===== src/rtl/afo_defines.svh =====
`ifndef AFO_DEFINES_SVH
`define AFO_DEFINES_SVH

// ---------------------------------------------------------------
// Register offsets
// ---------------------------------------------------------------
`define AFO_ADDR_X_LOW 8'h02
`define AFO_ADDR_X_HIGH 8'h03
`define AFO_ADDR_Y_LOW 8'h04
`define AFO_ADDR_Y_HIGH 8'h05
`define AFO_ADDR_Z_LOW 8'h06
`define AFO_ADDR_Z_HIGH 8'h07
`define AFO_ADDR_OFS_CTRL 8'h36
`define AFO_ADDR_OFS_X 8'h38
`define AFO_ADDR_OFS_Y 8'h39
`define AFO_ADDR_OFS_Z 8'h3A
`define AFO_ADDR_WM 8'h3D
`define AFO_ADDR_CFG 8'h3E
`define AFO_ADDR_PORT 8'h3F

// ---------------------------------------------------------------
// Field positions and reset values
// ---------------------------------------------------------------
`define AFO_OFS_CLR_BIT 7
`define AFO_MODE_MSB 7
`define AFO_MODE_LSB 5
`define AFO_IVAL_MSB 3
`define AFO_IVAL_LSB 2
`define AFO_SEL_MSB 1
`define AFO_SEL_LSB 0
`define AFO_WM_MSB 6
`define AFO_REG_RST 8'h00
`define AFO_WM_RST 7'h00
`define AFO_CFG_RST 8'h00
`define AFO_FIFO_DEPTH 32

// ---------------------------------------------------------------
// Timing
// ---------------------------------------------------------------
`define AFO_CLK_PERIOD_NS 4
`define AFO_NS_HIGH_NS 250000
`define AFO_NS_LOW_NS 50000

`endif


===== src/rtl/afo_pkg.sv =====
package afo_pkg;

  // Buffer fill modes, codes as stored in the configuration register
  typedef enum logic [2:0] {
    AFO_MODE_BYPASS = 3'b000,
    AFO_MODE_FILL_STOP = 3'b001,
    AFO_MODE_RSVD_2 = 3'b010,
    AFO_MODE_STREAM_STOP = 3'b011,
    AFO_MODE_BYPASS_STREAM = 3'b100,
    AFO_MODE_RSVD_5 = 3'b101,
    AFO_MODE_STREAM = 3'b110,
    AFO_MODE_RSVD_7 = 3'b111
  } afo_mode_e;

  // One raw 12-bit three-axis sample
  typedef struct packed {
    logic [11:0] x;
    logic [11:0] y;
    logic [11:0] z;
  } afo_sample_s;

  // One buffered frame; single-axis frames use slot x only
  typedef struct packed {
    logic [15:0] x;
    logic [15:0] y;
    logic [15:0] z;
  } afo_frame_s;

  // One register access from the serial interface logic
  typedef struct packed {
    logic wr;
    logic rd;
    logic [7:0] addr;
    logic [7:0] wdata;
  } afo_reg_req_s;

endpackage


===== src/rtl/afo_accel_fifo.sv =====
`timescale 1ns/1ps
`include "afo_defines.svh"

// What this block does
// RULE1: Output register holds sample plus signed offset.
// RULE2: Offset registers 8-bit, read/write, reset zero.
// RULE3: Offset-clear bit zeroes all three offsets.
// RULE4: Watermark interrupt when unread frames equal level.
// RULE5: Watermark level zero disables watermark interrupt.
// RULE6: Watermark write flushes buffer, clears flags.
// RULE7: Configuration write flushes buffer, clears flags.
// RULE8: Mode field selects bypass, fill, stream variants.
// RULE9: Subsampling stores one of 1/2/4/8 samples.
// RULE10: Source field picks all axes or one.
// RULE11: Three-axis frame reads X, Y, Z low-high.
// RULE12: Single-axis frames read low-high, frame by frame.
// RULE13: Read port read-only, output-register byte layout.
// RULE14: Burst at read port keeps address fixed.
// RULE15: Partly read frame is discarded whole.
// RULE16: New-sample flag rises after Z stored.
// RULE17: New-sample flag clears at next acquisition.
// RULE18: New-sample flag low at least 50 us.
// RULE19: New-sample pulse non-latched, at least 250 us.
// RULE20: Enable bit gates the new-sample interrupt.
// RULE21: Route bits map new-sample to either output.
// RULE22: Setup bit picks unfiltered or filtered source.
// RULE23: Fill mode stops and flags overrun; stream drops.
// RULE24: Bypass holds no frames, no watermark.
module afo_accel_fifo
  import afo_pkg::*;
#(
  parameter int unsigned DEPTH = `AFO_FIFO_DEPTH,
  parameter int unsigned NS_HIGH_CYC =
    (`AFO_NS_HIGH_NS + `AFO_CLK_PERIOD_NS - 1) / `AFO_CLK_PERIOD_NS,
  parameter int unsigned NS_LOW_CYC =
    (`AFO_NS_LOW_NS + `AFO_CLK_PERIOD_NS - 1) / `AFO_CLK_PERIOD_NS
) (
  input wire logic ref_clk_i,
  input wire logic srst_i,
  input wire logic ce_i,
  input wire afo_sample_s filt_sample_i,
  input wire logic filt_valid_i,
  input wire afo_sample_s unf_sample_i,
  input wire logic unf_valid_i,
  input wire logic acq_start_i,
  input wire logic motion_trig_i,
  input wire afo_reg_req_s reg_req_i,
  input wire logic reg_burst_end_i,
  input wire logic ns_enable_i,
  input wire logic new_sample_route_out1_i,
  input wire logic new_sample_route_out2_i,
  input wire logic unfiltered_sel_i,
  output logic [7:0] reg_rdata_o,
  output logic [7:0] reg_next_addr_o,
  output logic new_sample_irq_flag_o,
  output logic irq_output_one_o,
  output logic irq_output_two_o,
  output logic wm_irq_o,
  output logic full_irq_o,
  output logic overrun_o,
  output logic [6:0] frame_count_o
);

  localparam int AW = $clog2(DEPTH);

  // ---------------------------------------------------------------
  // Helper functions
  // ---------------------------------------------------------------
  // Signed offset added to a 12-bit sample, wrapping at 12 bits
  function automatic logic [11:0] add_ofs(input logic [11:0] raw,
                                          input logic [7:0] ofs);
    add_ofs = raw + {{4{ofs[7]}}, ofs};
  endfunction

  // Bytes in one frame for a given source selection
  function automatic logic [2:0] frame_len(input logic [1:0] sel);
    frame_len = (sel == 2'h0) ? 3'h6 : 3'h2;
  endfunction

  // Byte of a frame by index: x low, x high, y low, ...
  function automatic logic [7:0] pick_byte(input afo_frame_s f,
                                           input logic [2:0] idx);
    case (idx)
      3'h0: pick_byte = f.x[7:0];
      3'h1: pick_byte = f.x[15:8];
      3'h2: pick_byte = f.y[7:0];
      3'h3: pick_byte = f.y[15:8];
      3'h4: pick_byte = f.z[7:0];
      default: pick_byte = f.z[15:8];
    endcase
  endfunction

  // Pointer step with wrap at the buffer depth
  function automatic logic [AW-1:0] ptr_inc(input logic [AW-1:0] p);
    ptr_inc = (p == AW'(DEPTH - 1)) ? '0 : p + AW'(1);
  endfunction

  // ---------------------------------------------------------------
  // State
  // ---------------------------------------------------------------
  logic [7:0] x_offset_value_q; // Signed X offset
  logic [7:0] y_offset_value_q; // Signed Y offset
  logic [7:0] z_offset_value_q; // Signed Z offset
  logic [15:0] x_accel_output_q; // X output, flag in bit 0
  logic [15:0] y_accel_output_q; // Y output
  logic [15:0] z_accel_output_q; // Z output
  logic [6:0] watermark_level_q; // Programmed watermark
  logic [7:0] cfg_q; // Mode, interval, source
  afo_frame_s mem_q [DEPTH]; // Frame storage
  logic [AW-1:0] wr_ptr_q;
  logic [AW-1:0] rd_ptr_q;
  logic [AW:0] cnt_q; // Unread frames
  logic [2:0] byte_idx_q; // Next byte of head frame
  logic [2:0] sub_cnt_q; // Subsampling phase
  logic trig_seen_q; // Motion event seen since flush
  logic overrun_q;
  logic wm_q;
  logic full_q;
  logic ns_q; // New-sample pulse
  logic [16:0] ns_cnt_q; // Hold counter for either level
  logic ns_clr_pend_q; // Acquisition start while held high
  logic ns_set_pend_q; // Store while held low
  logic [7:0] rdata_q;
  logic [7:0] next_addr_q;
  logic irq1_q;
  logic irq2_q;

  // ---------------------------------------------------------------
  // Register decode
  // ---------------------------------------------------------------
  wire wr_go = ce_i && reg_req_i.wr;
  wire rd_go = ce_i && reg_req_i.rd;
  wire [7:0] addr = reg_req_i.addr;
  wire [7:0] wdata = reg_req_i.wdata;
  wire ofs_clr = wr_go && addr == `AFO_ADDR_OFS_CTRL &&
                 wdata[`AFO_OFS_CLR_BIT];
  wire wr_wm = wr_go && addr == `AFO_ADDR_WM;
  wire wr_cfg = wr_go && addr == `AFO_ADDR_CFG;
  // RULE6 flush source, RULE7 likewise
  wire flush = wr_wm || wr_cfg;
  afo_mode_e mode;
  assign mode = afo_mode_e'(cfg_q[`AFO_MODE_MSB:`AFO_MODE_LSB]);
  wire [1:0] ival = cfg_q[`AFO_IVAL_MSB:`AFO_IVAL_LSB];
  wire [1:0] src_sel = cfg_q[`AFO_SEL_MSB:`AFO_SEL_LSB];

  // ---------------------------------------------------------------
  // Sample path
  // ---------------------------------------------------------------
  // RULE22 source choice
  wire afo_sample_s smp = unfiltered_sel_i ? unf_sample_i : filt_sample_i;
  wire store = ce_i && (unfiltered_sel_i ? unf_valid_i : filt_valid_i);
  // RULE1 offset added; low byte keeps new-sample flag set
  wire [15:0] x_new = {add_ofs(smp.x, x_offset_value_q), 3'h0, 1'b1};
  wire [15:0] y_new = {add_ofs(smp.y, y_offset_value_q), 3'h0, 1'b1};
  wire [15:0] z_new = {add_ofs(smp.z, z_offset_value_q), 3'h0, 1'b1};

  // Offsets: host writes, clear bit, reset
  always_ff @(posedge ref_clk_i) begin
    if (srst_i) begin
      // RULE2 reset to zero
      x_offset_value_q <= `AFO_REG_RST;
      y_offset_value_q <= `AFO_REG_RST;
      z_offset_value_q <= `AFO_REG_RST;
    end else if (ofs_clr) begin
      // RULE3 clear all offsets
      x_offset_value_q <= `AFO_REG_RST;
      y_offset_value_q <= `AFO_REG_RST;
      z_offset_value_q <= `AFO_REG_RST;
    end else if (wr_go) begin
      if (addr == `AFO_ADDR_OFS_X) x_offset_value_q <= wdata;
      if (addr == `AFO_ADDR_OFS_Y) y_offset_value_q <= wdata;
      if (addr == `AFO_ADDR_OFS_Z) z_offset_value_q <= wdata;
    end
  end

  // Output registers; a store beats the flag clear of a low-byte read
  always_ff @(posedge ref_clk_i) begin
    if (srst_i) begin
      x_accel_output_q <= '0;
      y_accel_output_q <= '0;
      z_accel_output_q <= '0;
    end else if (store) begin
      x_accel_output_q <= x_new;
      y_accel_output_q <= y_new;
      z_accel_output_q <= z_new;
    end else if (rd_go) begin
      if (addr == `AFO_ADDR_X_LOW) x_accel_output_q[0] <= 1'b0;
      if (addr == `AFO_ADDR_Y_LOW) y_accel_output_q[0] <= 1'b0;
      if (addr == `AFO_ADDR_Z_LOW) z_accel_output_q[0] <= 1'b0;
    end
  end

  // ---------------------------------------------------------------
  // Buffer control
  // ---------------------------------------------------------------
  logic stop_mode;
  logic stream_mode;
  // RULE8 mode decode; reserved codes act as bypass
  always_comb begin
    stop_mode = 1'b0;
    stream_mode = 1'b0;
    case (mode)
      AFO_MODE_FILL_STOP: stop_mode = 1'b1;
      AFO_MODE_STREAM_STOP: begin
        stop_mode = trig_seen_q;
        stream_mode = !trig_seen_q;
      end
      AFO_MODE_BYPASS_STREAM: stream_mode = trig_seen_q;
      AFO_MODE_STREAM: stream_mode = 1'b1;
      default: begin
        stop_mode = 1'b0;
        stream_mode = 1'b0;
      end
    endcase
  end

  // RULE9 one stored frame per 1, 2, 4 or 8 samples
  wire [2:0] sub_mask = 3'((4'h1 << ival) - 4'h1);
  wire take = store && ((sub_cnt_q & sub_mask) == 3'h0) && !flush;
  wire full = cnt_q == (AW+1)'(DEPTH);
  wire empty = cnt_q == '0;
  // RULE24 nothing enters in bypass
  wire push = take && (stream_mode || (stop_mode && !full));
  // RULE23 fill mode refuses, stream mode drops the oldest
  wire ovr_set = take && stop_mode && full;
  wire [2:0] flen = frame_len(src_sel);
  wire rd_port = rd_go && addr == `AFO_ADDR_PORT && !empty && !flush;
  wire pop_rd = rd_port && byte_idx_q == flen - 3'h1;
  // RULE15 burst ended mid-frame: drop the rest of it
  wire pop_part = ce_i && reg_burst_end_i && byte_idx_q != 3'h0 &&
                  !empty && !flush;
  wire pop = pop_rd || pop_part;
  wire drop_old = push && full && !pop;
  wire [AW:0] cnt_d = flush ? '0 :
    cnt_q + (AW+1)'(push && !drop_old) - (AW+1)'(pop);

  // RULE10 frame contents follow the source selection
  afo_frame_s frame_w;
  always_comb begin
    frame_w = '{x: x_new, y: y_new, z: z_new};
    case (src_sel)
      2'h1: frame_w = '{x: x_new, y: 16'h0000, z: 16'h0000};
      2'h2: frame_w = '{x: y_new, y: 16'h0000, z: 16'h0000};
      2'h3: frame_w = '{x: z_new, y: 16'h0000, z: 16'h0000};
      default: frame_w = '{x: x_new, y: y_new, z: z_new};
    endcase
  end

  // Frame storage
  always_ff @(posedge ref_clk_i) begin
    if (push) mem_q[wr_ptr_q] <= frame_w;
  end

  // Pointers, count and byte index
  always_ff @(posedge ref_clk_i) begin
    if (srst_i || flush) begin
      wr_ptr_q <= '0;
      rd_ptr_q <= '0;
      cnt_q <= '0;
      byte_idx_q <= 3'h0;
    end else if (ce_i) begin
      cnt_q <= cnt_d;
      if (push) wr_ptr_q <= ptr_inc(wr_ptr_q);
      if (pop || drop_old) rd_ptr_q <= ptr_inc(rd_ptr_q);
      // RULE11 RULE12 walk through the frame bytes
      if (pop || drop_old) byte_idx_q <= 3'h0;
      else if (rd_port) byte_idx_q <= byte_idx_q + 3'h1;
    end
  end

  // Subsampling phase and trigger latch
  always_ff @(posedge ref_clk_i) begin
    if (srst_i) begin
      sub_cnt_q <= 3'h0;
      trig_seen_q <= 1'b0;
    end else if (ce_i) begin
      if (store) sub_cnt_q <= sub_cnt_q + 3'h1;
      if (motion_trig_i) trig_seen_q <= 1'b1;
      else if (flush) trig_seen_q <= 1'b0;
    end
  end

  // Buffer flags; hardware sets win over flush clears
  always_ff @(posedge ref_clk_i) begin
    if (srst_i) begin
      overrun_q <= 1'b0;
      wm_q <= 1'b0;
      full_q <= 1'b0;
    end else if (ce_i) begin
      if (ovr_set) overrun_q <= 1'b1;
      else if (flush) overrun_q <= 1'b0;
      // RULE4 RULE5 level reached, level not zero
      if (watermark_level_q != 7'h00 && 7'(cnt_d) == watermark_level_q &&
          7'(cnt_q) != watermark_level_q) wm_q <= 1'b1;
      else if (flush) wm_q <= 1'b0;
      if (cnt_d == (AW+1)'(DEPTH) && !full) full_q <= 1'b1;
      else if (flush) full_q <= 1'b0;
    end
  end

  // Watermark and configuration registers
  always_ff @(posedge ref_clk_i) begin
    if (srst_i) begin
      watermark_level_q <= `AFO_WM_RST;
      cfg_q <= `AFO_CFG_RST;
    end else begin
      if (wr_wm) watermark_level_q <= wdata[`AFO_WM_MSB:0];
      if (wr_cfg) cfg_q <= {wdata[7:5], 1'b0, wdata[3:0]};
    end
  end

  // ---------------------------------------------------------------
  // Register read
  // ---------------------------------------------------------------
  // RULE13 read port uses the output-register byte layout
  wire [7:0] port_byte = empty ? 8'h00 :
    pick_byte(mem_q[rd_ptr_q], byte_idx_q);
  logic [7:0] rd_mux;
  always_comb begin
    case (addr)
      `AFO_ADDR_X_LOW: rd_mux = x_accel_output_q[7:0];
      `AFO_ADDR_X_HIGH: rd_mux = x_accel_output_q[15:8];
      `AFO_ADDR_Y_LOW: rd_mux = y_accel_output_q[7:0];
      `AFO_ADDR_Y_HIGH: rd_mux = y_accel_output_q[15:8];
      `AFO_ADDR_Z_LOW: rd_mux = z_accel_output_q[7:0];
      `AFO_ADDR_Z_HIGH: rd_mux = z_accel_output_q[15:8];
      `AFO_ADDR_OFS_X: rd_mux = x_offset_value_q;
      `AFO_ADDR_OFS_Y: rd_mux = y_offset_value_q;
      `AFO_ADDR_OFS_Z: rd_mux = z_offset_value_q;
      `AFO_ADDR_WM: rd_mux = {1'b0, watermark_level_q};
      `AFO_ADDR_CFG: rd_mux = cfg_q;
      `AFO_ADDR_PORT: rd_mux = port_byte;
      default: rd_mux = 8'h00;
    endcase
  end

  // Read data and next burst address, one cycle after the request
  always_ff @(posedge ref_clk_i) begin
    if (srst_i) begin
      rdata_q <= 8'h00;
      next_addr_q <= 8'h00;
    end else if (rd_go) begin
      rdata_q <= rd_mux;
      // RULE14 read port address does not advance
      next_addr_q <= (addr == `AFO_ADDR_PORT) ? addr : addr + 8'h01;
    end
  end

  // ---------------------------------------------------------------
  // New-sample interrupt
  // ---------------------------------------------------------------
  wire ns_hold = ns_cnt_q != 17'h0;
  always_ff @(posedge ref_clk_i) begin
    if (srst_i) begin
      ns_q <= 1'b0;
      ns_cnt_q <= 17'h0;
      ns_clr_pend_q <= 1'b0;
      ns_set_pend_q <= 1'b0;
    end else if (ce_i) begin
      if (ns_hold) ns_cnt_q <= ns_cnt_q - 17'h1;
      if (ns_q) begin
        // RULE17 RULE19 clear at acquisition start after minimum high
        if (!ns_hold && (ns_clr_pend_q || acq_start_i)) begin
          ns_q <= 1'b0;
          ns_cnt_q <= 17'(NS_LOW_CYC - 1);
          ns_clr_pend_q <= 1'b0;
        end else if (acq_start_i) begin
          ns_clr_pend_q <= 1'b1;
        end
      end else if (!ns_enable_i) begin
        // RULE20 disabled: nothing pending
        ns_set_pend_q <= 1'b0;
      end else if (!ns_hold && (store || ns_set_pend_q)) begin
        // RULE16 RULE18 rise after Z stored, after minimum low
        ns_q <= 1'b1;
        ns_cnt_q <= 17'(NS_HIGH_CYC - 1);
        ns_set_pend_q <= 1'b0;
      end else if (store) begin
        ns_set_pend_q <= 1'b1;
      end
    end
  end

  // RULE21 routing to the two interrupt outputs
  always_ff @(posedge ref_clk_i) begin
    if (srst_i) begin
      irq1_q <= 1'b0;
      irq2_q <= 1'b0;
    end else if (ce_i) begin
      irq1_q <= ns_q && new_sample_route_out1_i;
      irq2_q <= ns_q && new_sample_route_out2_i;
    end
  end

  assign reg_rdata_o = rdata_q;
  assign reg_next_addr_o = next_addr_q;
  assign new_sample_irq_flag_o = ns_q;
  assign irq_output_one_o = irq1_q;
  assign irq_output_two_o = irq2_q;
  assign wm_irq_o = wm_q;
  assign full_irq_o = full_q;
  assign overrun_o = overrun_q;
  assign frame_count_o = 7'(cnt_q);
endmodule


===== config.mk =====
export PLATFORM = sky130hd
export DESIGN_NAME = afo_accel_fifo
export DESIGN_NICKNAME = d
export VERILOG_FILES = /design/src/rtl/afo_pkg.sv /design/src/rtl/afo_accel_fifo.sv
export VERILOG_INCLUDE_DIRS = /design/src /design/src/rtl
export SDC_FILE = /design/constraint.sdc
export NUM_CORES = 1
export LEC_CHECK = 0
export BUFFER_PORTS_ARGS = -buffer_cell sky130_fd_sc_hd__buf_2
export CAP_MARGIN = 20
export CORE_ASPECT_RATIO = 0.6
export CORE_UTILIZATION = 40
export DETAILED_ROUTE_END_ITERATION = 10
export HOLD_SLACK_MARGIN = 0.15
export PLACE_DENSITY_LB_ADDON = 0.15
export SLEW_MARGIN = 20
export SYNTH_ARGS = -nofsm -noshare
export SYNTH_HDL_FRONTEND = slang
export SYNTH_SLANG_ARGS = --single-unit
export TNS_END_PERCENT = 1

===== constraint.sdc =====
create_clock -name ref_clk_i -period 5.69 [get_ports ref_clk_i]
set_input_delay 0 -clock ref_clk_i [delete_from_list [all_inputs] [get_ports ref_clk_i]]
set_output_delay 0 -clock ref_clk_i [all_outputs]
set_load 0.02 [all_outputs]

==> results.toml <==
[run_status]
status = "finished clean"

[floorplan]
rows = 104
die_y_um = 289
dieArea_um2 = 138000
start_util_pct = 40.6
ios = 131
die_w_um = 480
coreArea_um2 = 135000

[cts]
post-cts-setup-buffer-count = 0
max-clock-path-buffers = 3
clk_latency_ns = 0.76
cts_tree = "built"
clock_sinks = 1330
clkSlewWorstSetupHoldPaths_ns = 0.07
cts.repair.resized = 0
h-tree-depth = 3
hold_buffers = 114
cts-root-buf = "clkbuf_16"
numCtsBuffers = 118

[sta]
tns_ns = 0
post-route-period-util_pct = 77.9
layout_min_cycle_time_ns = 4.43
max_freq_ghz = 0.226
finalHoldViolCount = 0
rsz0062_at_grt = "no"
setup_viol = 0
clock_skew_ns = 0.0402
slew_violations = 0
max_slew_margin_pct = 18.7
tightest_slew_ns = 1.21

[synthesis]
synth_ff_type = "edfxtp_1"
synth.net_count = 3309
ys_warn_count = 0
netlist_area_um2 = 54700
yosysSeqAreaShare_pct = 70.3
ys_types = 81
async_flop_share_pct = 0
synth_edf_count = 1184
yosys_register_bits = 1330
avgSynthCellArea_um2 = 17.4
synthCells = 3144

[finish]
utilization_pct = 47.1
final_cell_area_um2 = 63600
nets = 3627
area_delta_synth_final_pct = 16.2
drive_gt1_share_pct = 24.2
finalNonFillerCells = 5365

[pwr]
p_leak_nw = 20.2
pwr-share-clk_pct = 41.1
powerDensity_nw_per_um2 = 322
p_sw_mw = 4.58
p_seq_share_pct = 53.0
sw_frac_of_total_pct = 22.4
combPwrFrac_pct = 5.9
power_mw = 20.5
internal_power_mw = 15.9
irDropWorstVdd_uv = 261

[global_route]
grtUsageMet3_pct = 5.33
met2_usage_pct = 33.2
grt_pass1_wl_um = 231000
grt_usage_pct = 23.6
grt_max_degree = 92
grt_antenna_before_repair = 6
first_global_vias = 30700
use_met1_pct = 37.5
grt-busiest-layer = "met1"
overflow = 0

[detailed_routing]
drt_first_pass_iters = 7
via_per_inst = 5.96
drtIter0Drc = 3932
drc = 0
postRouteAntennaNets = 0
totalWireLength_um = 165000
vias = 32000
wire_per_inst_um = 30.7

[place]
placed_area_um2 = 58400
place.gp.congestion = 0.913
io_buffers = 129
dp.cells = 5028
dp_hpwl_um = 106000

[hold_path]
whs_path_depth = 7
hold_class = "in2reg"

[worst_setup_path]
worstSetupPathType = "reg2reg"
crit_required_ns = 6.33
endpoint_kind = "flop"
worst_setup_path_start_kind = "flop"
arrival_ns = 5.07
crit_fanout = 20
regToRegSetupSlack_ns = 1.26
rr_worst_depth = 16

[flow_run]
drv_cap = 0
## cell type report
cell class | instances | area [um2]
Antenna cell | 1 | 2.50
Inverter | 31 | 116
Fill cell | 11400 | 71300
Multi-Input combinational cell | 1612 | 15700
Clock inverter | 79 | 868
Timing Repair Buffer | 369 | 3020
Tap cell | 1802 | 2250
Clock buffer | 141 | 3140
Sequential cell | 1330 | 38500
## metal layers
metal / vias up / share of wire, %
li1: 13400 / -
met5: - / 0.0079
met4: 2 / 1.5
met3: 173 / 9.6
met1: 17000 / 47
met2: 1475 / 42
## synth_stat cells (all sizes together) (10+ instances only)
library cell / n / area, um2
nor2: 211 / 792
mux4: 297 / 6690
buf: 80 / 494
o22ai: 26 / 169
dfxtp: 146 / 2920
ha: 59 / 738
nor3: 34 / 170
xor2: 21 / 184
and2: 21 / 131
mux2: 38 / 428
a21o: 11 / 82.6
a22o: 10 / 87.6
inv: 30 / 113
and3: 16 / 100
a21oi: 128 / 641
nand4: 13 / 81.3
clkbuf: 91 / 342
a221oi: 18 / 158
edfxtp: 1184 / 35600
xnor2: 30 / 263
nand2: 171 / 642
a22oi: 60 / 450
a31oi: 17 / 106
nor2b: 17 / 106
a311oi: 12 / 105
a211oi: 27 / 203
mux2i: 115 / 1150
nand3: 61 / 305
nand2b: 12 / 75.1
o21ai: 51 / 255
## state kept, by name (all words and copies together), names as in the netlist, 3 cells and up, named ones only
name,count
x_offset_value_q,8
sub_cnt_q,3
x_accel_output_q,13
z_offset_value_q,8
rd_ptr_q,5
cnt_q,6
wr_ptr_q,5
watermark_level_q,7
reg_rdata_o,8
cfg_q,7
y_accel_output_q,13
ns_cnt_q,17
reg_next_addr_o,8
y_offset_value_q,8
z_accel_output_q,13
mem_q,1184
byte_idx_q,3
## worst max-delay path, stage by stage, from the launching register on
cell and delay (ns):
dfxtp_1 0.31, buf_4 0.26, or2_2 0.47, inv_1 0.24
xnor2_1 0.18, a31oi_1 0.37, mux2i_1 0.25, nor2_1 0.08
ha_1 0.26, fa_1 0.44, a21oi_1 0.15, o21bai_1 0.09
xor2_1 0.19, or3_1 0.37, a31o_2 0.21, a221o_1 0.29
o31ai_1 0.17
## path summary, 6_finish.rpt
kind / startpoint / endpoint
hold reg to reg: z_accel_output_q[9]$_SDFFE_PP0P_ / z_accel_output_q[9]$_SDFFE_PP0P_
setup / recovery: cfg_q[0]$_SDFFE_PP0P_ / wm_irq_o$_SDFFE_PP0P_
hold / removal: filt_sample_i[21] / y_accel_output_q[13]$_SDFFE_PP0P_
setup reg to reg: cfg_q[0]$_SDFFE_PP0P_ / wm_irq_o$_SDFFE_PP0P_
## through the flow
step / worst slack [ns] / hold WS (ns)
3_5_place_dp: 1.35 / 0.271
4_1_cts: 1.31 / 0.150
6_report: 1.26 / 0.196
2_1_floorplan: 1.41 / 0.144
3_3_place_gp: 1.29 / 0.271
5_1_grt: 1.01 / 0.204
## kinds of logic after synthesis
group	synth area share, %
XOR/XNOR	0.816
other	0.00685
AND/OR/NAND/NOR	5.13
AO/OA/AOI/OAI	5.39
buffers and inverters	1.74
multiplexers	15.1
adder cells (fa/ha/maj)	1.50
flip-flops	70.3
## power by group through the flow
stage | Clock (mW) | Sequential, mW | Combinational, mW
finish | 8.42 | 10.8 | 1.21
global route | 8.88 | 10.8 | 1.33
CTS | 8.53 | 10.8 | 1.19
detailed placement | 0 | 11.1 | 1.12
global placement | 0 | 11.0 | 1.09
floorplan | 0 | 11.0 | 0.732
## placed cells by master, fill, tap and decap left out, types with 14 or more instances in the layout
cell type      synthesis  final
buf_12                 0     21
nand3_1               61     61
a211oi_1              27     27
a21oi_1              128    118
xor2_1                21     21
xnor2_1               30     30
nor2_1               211    170
mux2_2                38     38
buf_4                 21    104
ha_1                  59     59
a221oi_1              18     18
buf_2                 26    129
o21ai_0               50     50
nor3_1                34     33
and3_1                16     16
dlygate4sd3_1          0    114
a31oi_1               17     17
clkinv_2               0     29
edfxtp_1            1184   1184
inv_1                 29     29
o22ai_1               25     25
clkinv_1               1     16
clkbuf_1              91     14
nand2_1              171    171
mux4_2               297    297
bufinv_16              0     17
dfxtp_1              146    142
nor2_4                 0     35
clkbuf_16              0    120
and2_1                20     16
mux2i_1              115    115
a22oi_1               60     60
(Power assumes the default switching activity.)
